--- config.mk ---
export PLATFORM = sky130hd
export DESIGN_NAME = lsw_status_word
export DESIGN_NICKNAME = d
export VERILOG_FILES = /design/src/design/lsw_pkg.sv /design/src/design/lsw_save_ctl.sv /design/src/design/lsw_status_word.sv /design/src/design/lsw_tune_track.sv
export SDC_FILE = /design/constraint.sdc
export NUM_CORES = 1
export LEC_CHECK = 0
export BUFFER_PORTS_ARGS = -buffer_cell sky130_fd_sc_hd__buf_2
export CAP_MARGIN = 20
export CORE_ASPECT_RATIO = 0.9
export CORE_MARGIN = 4
export CORE_UTILIZATION = 40
export DETAILED_ROUTE_END_ITERATION = 10
export PLACE_DENSITY = 0.82
export SYNTH_ARGS = -nofsm -noshare
export SYNTH_HDL_FRONTEND = slang
export SYNTH_SLANG_ARGS = --single-unit
export TNS_END_PERCENT = 1
--- constraint.sdc ---
create_clock -name clk -period 5.9 [get_ports clk]
set_clock_uncertainty 0.15 [all_clocks]
set_input_delay 0.295 -clock clk [delete_from_list [all_inputs] [get_ports clk]]
set_output_delay 0.295 -clock clk [all_outputs]
set_load 0.01 [all_outputs]
--- src/design/lsw_pkg.sv ---
// Package for the loop status word logic
package lsw_pkg;

    // Word offsets in the host input area
    localparam logic [7:0] LSW_THIRD_OFFSET  = 8'h12;
    localparam logic [7:0] LSW_FOURTH_OFFSET = 8'h13;

    // Bit positions of the status word
    localparam int LSW_SAVE_DONE_BIT   = 15;
    localparam int LSW_SENSOR_BIT      = 14;
    localparam int LSW_RSVD13_BIT      = 13;
    localparam int LSW_FATAL_BIT       = 12;
    localparam int LSW_STANDBY_BIT     = 11;
    localparam int LSW_TUNE_PEND_BIT   = 10;
    localparam int LSW_SET_ERR_BIT     = 9;
    localparam int LSW_STOP_BIT        = 8;
    localparam int LSW_CTRL_OUT_BIT    = 4;
    localparam int LSW_AT_BIT          = 3;
    localparam int LSW_ALARM1_BIT      = 1;
    localparam int LSW_ALARM2_BIT      = 0;

    // Save request bit of the host save word for the fourth loop
    localparam int LSW_SAVE_REQ_BIT    = 14;

    localparam logic [15:0] LSW_WORD_RESET = 16'h0000;

    // Temperature range limits, tenths of a degree
    localparam logic signed [15:0] LSW_TEMP_MIN = 16'shfe0c;
    localparam logic signed [15:0] LSW_TEMP_MAX = 16'sh0514;

    // Per-loop condition inputs from the control core
    typedef struct packed {
        logic               regulating;
        logic               ctrl_out_on;
        logic               tune_running;
        logic               tune_result;
        logic               setting_invalid;
        logic               sensor_absent;
        logic               sensor_broken;
        logic signed [15:0] temp;
        logic signed [15:0] al1_lo;
        logic signed [15:0] al1_hi;
        logic signed [15:0] al2_lo;
        logic signed [15:0] al2_hi;
    } lsw_loop_in_t;

    // Save engine handshake
    typedef struct packed {
        logic busy;
        logic done;
    } lsw_save_stat_t;

    typedef enum logic [1:0] {LSW_SAVE_IDLE, LSW_SAVE_RUN, LSW_SAVE_FIN} lsw_save_state_t;

    function automatic logic lsw_in_range(input logic signed [15:0] v,
                                          input logic signed [15:0] lo,
                                          input logic signed [15:0] hi);
        lsw_in_range = (v >= lo) && (v <= hi);
    endfunction

endpackage

--- src/design/lsw_save_ctl.sv ---
// Save request tracking and save-completed flag for one loop
module lsw_save_ctl
    import lsw_pkg::*;
(
    input  wire logic           clk,
    input  wire logic           rst,
    input  wire logic           save_req,
    input  lsw_pkg::lsw_save_stat_t eng,
    output logic                save_start,
    output logic                save_done_flag
);
    import lsw_pkg::*;

    logic            req_q;
    logic            next_req_q;
    logic            next_flag;
    lsw_save_state_t state;
    lsw_save_state_t next_state;

    always_comb
    begin
        next_req_q = save_req;
        next_flag  = save_done_flag;
        next_state = state;
        save_start = 1'b0;
        case (state)
            LSW_SAVE_IDLE:
            begin
                if (save_req && !req_q)
                begin
                    save_start = 1'b1;
                    next_state = LSW_SAVE_RUN;
                end
            end
            LSW_SAVE_RUN:
            begin
                if (eng.done)
                    next_state = LSW_SAVE_FIN;
            end
            LSW_SAVE_FIN:
            begin
                next_state = LSW_SAVE_IDLE;
            end
            default:
            begin
                next_state = LSW_SAVE_IDLE;
            end
        endcase
        if (save_req && !req_q)
            next_flag = 1'b0;
        // Set on save end; set wins over a same-cycle request
        if (state == LSW_SAVE_FIN)
            next_flag = 1'b1;
    end

    always_ff @(posedge clk)
    begin
        if (rst)
        begin
            req_q          <= 1'b0;
            save_done_flag <= 1'b0;
            state          <= LSW_SAVE_IDLE;
        end
        else
        begin
            req_q          <= next_req_q;
            save_done_flag <= next_flag;
            state          <= next_state;
        end
    end
endmodule // lsw_save_ctl

--- src/design/lsw_status_word.sv ---
// Loop status word logic: builds the third and fourth loop status words
module lsw_status_word
    import lsw_pkg::*;
#(
    parameter int LOOPS = 2
)
(
    input  wire logic                clk,
    input  wire logic                rst,
    input  lsw_pkg::lsw_loop_in_t    loop_in    [LOOPS],
    input  wire logic [LOOPS-1:0]    host_const_written,
    input  wire logic [LOOPS-1:0]    save_req,
    input  lsw_pkg::lsw_save_stat_t  save_eng   [LOOPS],
    input  wire logic [LOOPS-1:0]    fatal_err,
    input  wire logic                standby,
    input  wire logic                refresh,
    input  wire logic [7:0]          rd_offset,
    output logic [LOOPS-1:0]         save_start,
    output logic [15:0]              rd_data,
    output logic [15:0]              status_word [LOOPS]
);
    import lsw_pkg::*;

    logic [LOOPS-1:0] pending;
    logic [LOOPS-1:0] save_done;
    logic [15:0]      live_word  [LOOPS];
    logic [15:0]      next_word  [LOOPS];
    logic [15:0]      next_rd;

    // Word assembly from raw conditions
    function automatic logic [15:0] lsw_build(input lsw_loop_in_t li,
                                              input logic pend,
                                              input logic sdone,
                                              input logic fatal,
                                              input logic stby);
        logic [15:0] w;
        w = LSW_WORD_RESET;
        w[LSW_SAVE_DONE_BIT] = sdone;
        w[LSW_SENSOR_BIT]    = li.sensor_absent || li.sensor_broken ||
                               (li.temp < LSW_TEMP_MIN) || (li.temp > LSW_TEMP_MAX);
        w[LSW_FATAL_BIT]     = fatal;
        w[LSW_STANDBY_BIT]   = stby;
        w[LSW_TUNE_PEND_BIT] = pend;
        w[LSW_SET_ERR_BIT]   = li.setting_invalid;
        w[LSW_STOP_BIT]      = !li.regulating;
        w[LSW_CTRL_OUT_BIT]  = li.ctrl_out_on;
        w[LSW_AT_BIT]        = li.tune_running;
        w[LSW_ALARM1_BIT]    = lsw_in_range(li.temp, li.al1_lo, li.al1_hi);
        w[LSW_ALARM2_BIT]    = lsw_in_range(li.temp, li.al2_lo, li.al2_hi);
        // Reserved bits stay zero from reset value
        lsw_build = w;
    endfunction

    genvar g;
    generate
        for (g = 0; g < LOOPS; g++)
        begin : g_loop
            lsw_tune_track u_tune (
                .clk               (clk),
                .rst               (rst),
                .tune_result       (loop_in[g].tune_result),
                .host_area_written (host_const_written[g]),
                .pending           (pending[g])
            );

            // Host save request starts the save engine
            lsw_save_ctl u_save (
                .clk            (clk),
                .rst            (rst),
                .save_req       (save_req[g]),
                .eng            (save_eng[g]),
                .save_start     (save_start[g]),
                .save_done_flag (save_done[g])
            );

            assign live_word[g] = lsw_build(loop_in[g], pending[g], save_done[g], fatal_err[g], standby);
        end
    endgenerate

    always_comb
    begin
        for (int i = 0; i < LOOPS; i++)
        begin
            next_word[i] = refresh ? live_word[i] : status_word[i];
        end
        case (rd_offset)
            LSW_THIRD_OFFSET:  next_rd = status_word[0];
            LSW_FOURTH_OFFSET: next_rd = status_word[LOOPS-1];
            default:           next_rd = LSW_WORD_RESET;
        endcase
    end

    always_ff @(posedge clk)
    begin
        if (rst)
        begin
            for (int i = 0; i < LOOPS; i++)
            begin
                status_word[i] <= LSW_WORD_RESET;
            end
            rd_data <= LSW_WORD_RESET;
        end
        else
        begin
            status_word <= next_word;
            rd_data     <= next_rd;
        end
    end

    // Same flag checks on every loop, fourth loop included
    for (genvar k = 0; k < LOOPS; k++)
    begin : g_chk

    end
endmodule // lsw_status_word

--- src/design/lsw_tune_track.sv ---
// Tuning-constants-pending tracker for one loop
module lsw_tune_track
(
    input  wire logic clk,
    input  wire logic rst,
    input  wire logic tune_result,
    input  wire logic host_area_written,
    output logic      pending
);
    logic next_pending;

    always_comb
    begin
        next_pending = pending;
        if (host_area_written)
            next_pending = 1'b0;
        // New constants; set wins over clear
        if (tune_result)
            next_pending = 1'b1;
    end

    always_ff @(posedge clk)
    begin
        if (rst)
            pending <= 1'b0;
        else
            pending <= next_pending;
    end
endmodule // lsw_tune_track

==> flow_summary.yaml, run 1 <==
outcome:
  outcome: "finished clean"
pwr:
  p_leak_nw: 3.75
  ir_drop_v: 0.0000916
  p_sw_share_pct: 33.2
  power_mw: 0.916
  clkPwrFrac_pct: 29.4
  combPwrFrac_pct: 37.3
  power_density_mw_per_mm2: 143
  internal-power_mw: 0.612
  seqPwrFrac_pct: 33.3
  switchingPower_mw: 0.304
clock_tree:
  htreeDepth: 2
  cts_buffers: 5
  hold_buffers: 0
  worstSkewPairLatency_ps: 280
  cts_resized: 0
  ctsLongestPathBuffers: 2
  clkSlewWorstSetupHoldPaths_ps: 60
  cts_sinks: 42
  cts_setup_buffers: 0
  cts_root_buf: "clkbuf_16"
  cts_tree: "done"
floorplanning:
  initial_core_util_pct: 41.1
  dieHeight_um: 114
  design.die.area_mm2: 0.0144
  io_pins: 246
  core_mm2: 0.0122
  rows: 38
  die_w_um: 126
synth:
  syn-cell-area_mm2: 0.00501
  synth_commonest_cells: "inv_1, ha_1, a21oi_1"
  synthArstFlopShare_pct: 0
  ys_warn_count: 0
  ys_top_cells_by_area: "ha_1, dfxtp_1, inv_1"
  netlist.area_leader.share_pct: 32.0
  ys_ff_latch: 42
  seq_area_frac_synth_pct: 16.8
  ys.flop_type: "dfxtp_1"
  synth_edf_count: 0
  synth.avg_cell_area_um2: 7.91
  synthCells: 633
  yosysMostFrequentCell: "inv_1"
  yosysUniqueCellTypes: 45
  yosysTopAreaCell: "ha_1"
routing:
  vias_per_cell: 5.11
  wire_per_inst_um: 14.8
  via_count: 5202
  ant_nets: 0
  drt_first_pass_iters: 4
  remaining_drc_errors: 0
  drt_iter0_markers: 235
  drt-total-wl_um: 15100
min_path:
  min_to: "status_word[8]"
  min_from: "loop_in[86]"
  hold_class: "input pin to flip-flop"
  hold_path_depth: 2
layout:
  diodes: 0
  final_cells: 1019
  area_delta_synth_final_pct: 27.7
  fill_cells: 1213
  drive_above_1_share_pct: 27.7
  final_nets: 1182
  final_cell_area_mm2: 0.00639
  final_core_util_pct: 52.5
worst_setup_path:
  setup.worst_path.class: "input pin to flip-flop"
  reg2regPathDepth: 4
  r2r-end: "g_loop[0].u_save.state[0]"
  cp_max_fo: 6
  critPathMostFrequentCell: "a221oi_1"
  reg2reg_slack_ps: 4890
  rr_startpoint: "g_loop[0].u_save.req_q"
  cp.required_ps: 5930
  worstPathCellList: "buf_2 -> ha_1 -> and3_1 -> a221oi_1 -> a21oi_1 -> a2111oi_2 -> mux2_1 -> a221oi_1"
  critPathLaunch: "loop_in[160]"
  crit_path_max_incr_delay_ps: 390
  arrival_ps: 2380
  critPathCaptureType: "flip-flop"
  crit_slowest_cell: "a2111oi_2"
  critPathLaunchType: "input pin"
sta:
  max-slew-margin-rel_pct: 58.4
  finalCriticalPeriod_ps: 2350
  tightest_slew_ps: 608
  max_clock_freq_ghz: 0.426
  final-max-slew-violation-count: 0
  setup-tns-final_ps: 0
  hold_violations: 0
  period_share_pct: 39.8
  setup-violations-final: 0
  rsz0062_at_grt: "false"
placement:
  place_area_mm2: 0.00624
  gp_congestion: 0.912
  port_buffers: 228
  dp_hpwl_um: 13200
  placed_cells: 1011
global_route:
  grt_pass1_vias: 5101
  antenna_found_initial: 0
  grt.total_usage_pct: 20.2
  grt_max_degree: 32
  grt_pass1_wl_um: 24000
  grt_overflow: 0
job:
  maxCapViolCount: 0
==> how the worst max path moves through the flow <==
stage	slack (ps)	cells past startpoint	to
CTS	3540	8	status_word[17]
detailed placement	3250	8	status_word[17]
global route	3380	8	status_word[17]
floorplan	3580	8	status_word[17]
finish	3550	8	status_word[17]
global placement	3300	8	status_word[17]
==> per-stage QoR <==
step           hold WS, ps  setup slack, ps
2_1_floorplan          244             3580
3_3_place_gp           312             3300
3_5_place_dp           315             3250
4_1_cts               41.6             3540
5_1_grt               66.1             3380
6_report              50.9             3550
==> registers in the layout (all words and copies together) (netlist names) <==
signal	flops
g_loop.u_save.req_q	2
status_word	21
g_loop.u_tune.pending	2
g_loop.u_save.save_done_flag	2
rd_data	11
g_loop.u_save.state	4
==> critical path, delay by kind of cell <==
family,cells,cell delay (ps)
buf+inv,1,150
fa+ha+maj,1,290
simple gates,1,220
mux,1,360
compound gates,4,1060
==> final cells by class <==
class                           instances  area [um2]  share of cell area, %
Clock inverter                          3        23.8                  0.372
Timing Repair Buffer                  228        1140                   17.8
Sequential cell                        42         841                   13.2
Inverter                              130         488                   7.63
Tap cell                              160         200                   3.13
Multi-Input combinational cell        451        3570                   55.9
Clock buffer                            5         125                   1.96
==> metal layers <==
| layer | vias to the layer above | part of all wire [%] | wire length (um) | track usage [%] |
|---|---|---|---|---|
| met3 | 17 | 7.5 | 1140 | 2.61 |
| met4 | 0 | 1.6 | 240 | 4.36 |
| met1 | 2341 | 44 | 6680 | 26.6 |
| met5 | - | 0 | 0 | 0 |
| met2 | 191 | 47 | 7030 | 35.3 |
| li1 | 2653 | - | - | - |
==> layout by cell type (no fill, tap or decap), drive strengths merged, types with 15 or more instances in the layout <==
| cell type | n |
|---|---|
| a21o | 17 |
| a21oi | 47 |
| buf | 228 |
| conb | 15 |
| dfxtp | 42 |
| ha | 128 |
| inv | 131 |
| mux2i | 25 |
| nand2 | 23 |
| nand4 | 27 |
| nor2 | 46 |
==> power groups by stage <==
stage	sequential [mW]	combinational, mW	clock (mW)
after detailed placement	0.312	0.339	0
after global placement	0.311	0.329	0
final	0.305	0.342	0.269
after CTS	0.305	0.342	0.282
after global routing	0.307	0.390	0.294
after floorplan	0.313	0.201	0
==> cells by family (layout without fill, tap and decap cells) <==
kind of cell / Yosys count / in the layout / share of synthesized area (%)
compound gates: 124 / 124 / 16.4
xor+xnor: 1 / 1 / 0.175
fa+ha+maj: 128 / 128 / 32.0
buf+inv: 154 / 366 / 12.9
flops: 42 / 42 / 16.8
mux: 27 / 27 / 5.45
other cells: 1 / 15 / 0.0749
simple gates: 156 / 156 / 16.2
No activity file was read; power rests on OpenSTA's default activity.
==> inputs of run 2 (changes only) <==
--- a/config.mk
+++ b/config.mk
@@ -11,7 +11,7 @@
 export CORE_MARGIN = 4
 export CORE_UTILIZATION = 40
 export DETAILED_ROUTE_END_ITERATION = 10
-export PLACE_DENSITY = 0.82
+export PLACE_DENSITY = 0.85
 export SYNTH_ARGS = -nofsm -noshare
 export SYNTH_HDL_FRONTEND = slang
 export SYNTH_SLANG_ARGS = --single-unit
==> constraint.sdc (replaced) <==
create_clock -name clk -period 1.97 [get_ports clk]
set_clock_uncertainty 0.15 [all_clocks]
set_input_delay 0.0985 -clock clk [delete_from_list [all_inputs] [get_ports clk]]
set_output_delay 0.0985 -clock clk [all_outputs]
set_load 0.01 [all_outputs]
==> run 2 against run 1 <==
Critical path depth unchanged. Count of clock-buffer cells in the layout unchanged. Critical path type unchanged. Critical endpoint unchanged. Routed wire length up 11%.
==> flow_summary.yaml, run 2 (synthesis gave the netlist of run 1 again) <==
sta:
  setup-violations-final: 0
  layout_setup_ws_ps: 76.4
  period_share_pct: 96.1
  rsz0062_at_grt: "false"
  finalCriticalPeriod_ps: 1890
  max_clock_freq_ghz: 0.528
  hold_violations: 0
  max-slew-margin-rel_pct: 53.1
  final-max-slew-violation-count: 0
  tightest_slew_ps: 686
global_route:
  grt_overflow: 0
  grt_pass1_wl_um: 26200
  grt_max_degree: 23
  grt.total_usage_pct: 22.2
  antenna_found_initial: 0
  grt_pass1_vias: 5560
layout:
  area_delta_synth_final_pct: 39.4
  seq_area_um2: 841
  drive_above_1_share_pct: 30.9
  final_nets: 1246
  fill_cells: 1086
  top_register: "status_word"
  reg.largest.list: "status_word (21), rd_data (11), g_loop.u_save.state (4)"
  largest_reg_flops: 21
  multi_input_comb_area_mm2: 0.00359
  diodes: 0
  layout_common_cells: "buf_2, inv_1, ha_1"
  layout.cells.most_common: "buf_2"
floorplanning:
  initial_core_util_pct: 41.1
  io_pins: 246
  design.die.area_mm2: 0.0144
  core_mm2: 0.0122
  dieHeight_um: 114
  die_w_um: 126
  rows: 38
worst_setup_path:
  r2r-end: "status_word[11]"
  critPathTopFamily: "compound AO/OA/AOI/OAI gates"
  critPathLaunchType: "input pin"
  arrival_ps: 1940
  cp_num_buf_inv: 1
  cp_max_fo: 5
  crit_path_max_incr_delay_ps: 360
  setup.worst_path.class: "input pin to flip-flop"
  critPathCaptureType: "flip-flop"
  cp.required_ps: 2010
  rr_startpoint: "status_word[11]"
  worstPathCellList: "buf_2 -> ha_1 -> nor2b_1 -> o211ai_1 -> a21oi_1 -> a2111oi_2 -> mux2_1 -> a221oi_1"
  reg2reg_slack_ps: 650
  reg2regPathDepth: 3
  crit_slowest_cell: "mux2_1"
pwr:
  power_density_mw_per_mm2: 417
  power_mw: 2.91
  ir_drop_v: 0.000343
  p_leak_nw: 4.07
min_path:
  min_to: "status_word[10]"
  hold_class: "input pin to flip-flop"
  min_from: "rst"
  hold_path_depth: 2
routing:
  drt_iter0_markers: 288
  drt-total-wl_um: 16800
  vias_per_cell: 5.13
  via_count: 5554
  drt_first_pass_iters: 4
  ant_nets: 0
  remaining_drc_errors: 0
  wire_per_inst_um: 15.5
clock_tree:
  worstSkewPairLatency_ps: 280
  cts_tree: "done"
  cts_sinks: 42
  clkSlewWorstSetupHoldPaths_ps: 70
  cts_buffers: 5
  ctsLongestPathBuffers: 2
  cts_root_buf: "clkbuf_16"
  htreeDepth: 2
placement:
  port_buffers: 228
  dp_hpwl_um: 14300
  gp_congestion: 0.958
  pre_cts_slack_ps: -176
job:
  maxCapViolCount: 0
outcome:
  outcome: "finished clean"
run 2: changes by cell type in the layout (fill, tap and decap cells not counted), sizes merged:
cell | before | now
clkinvlp | 2 | 1
clkinv | 0 | 1
buf | 228 | 272
dlygate4sd3 | 0 | 20
run 2: what timing repair did:
item,4_1_cts,5_1_grt
buffers inserted,0,0
resized for setup,0,4
endpoints found under the hold margin,19,0
endpoints found under the setup margin,0,2
hold buffers,20,0
run 2: how the worst max path moves through the flow:
| stage | slack (ps) | endpoint | start | cells after the start |
|---|---|---|---|---|
| floorplan | 10 | status_word[17] | loop_in[144] | 8 |
| global placement | -140 | status_word[17] | loop_in[152] | 8 |
| detailed placement | -180 | status_word[17] | loop_in[152] | 8 |
| CTS | 120 | status_word[17] | loop_in[152] | 8 |
| global route | 20 | status_word[16] | loop_in[164] | 8 |
| finish | 80 | status_word[17] | loop_in[152] | 8 |
run 2: worst register-to-register path, stage by stage (launching register included):
cell	delay (ps)
dfxtp_1	330
mux2i_1	130
nor2_1	50
dlygate4sd3_1	560
run 2: layout make-up:
class                   count  area share, %
repair buffers            292           24.5
flip-flops and latches     42           12.0
clock inverters             3          0.358
inverters                 130           6.99
multi-input cells         451           51.5
clock buffers               5           1.79
well taps                 160           2.87
run 2: per-stage QoR:
step / area, um2 / utilization (%) / hold WS, ps / cells / TNS [ps]
finish: 6980 / 57.4 / 3.87 / 1083 / 0
CTS: 6970 / 57.3 / 1.12 / 1083 / 0
global placement: 6620 / 54.4 / 141 / 1055 / -279
floorplan: 5070 / - / 47.7 / 647 / 0
detailed placement: 6620 / 54.4 / 140 / 1055 / -435
global route: 6980 / 57.4 / 0.998 / 1083 / 0
run 2: per-layer routing:
layer / up-vias / GRT usage (%) / wire [um]
li1: 2794 / - / -
met1: 2499 / 27.7 / 7290
met2: 235 / 40.2 / 8130
met3: 26 / 3.40 / 1080
met4: 0 / 5.36 / 288
met5: - / 0 / 0
run 2: where the power goes:
group	switching, mW	total [mW]	leakage (nW)	internal, mW
sequential	0.0324	0.918	0.344	0.885
clock	0.351	0.827	0.0704	0.476
combinational	0.595	1.17	3.65	0.574
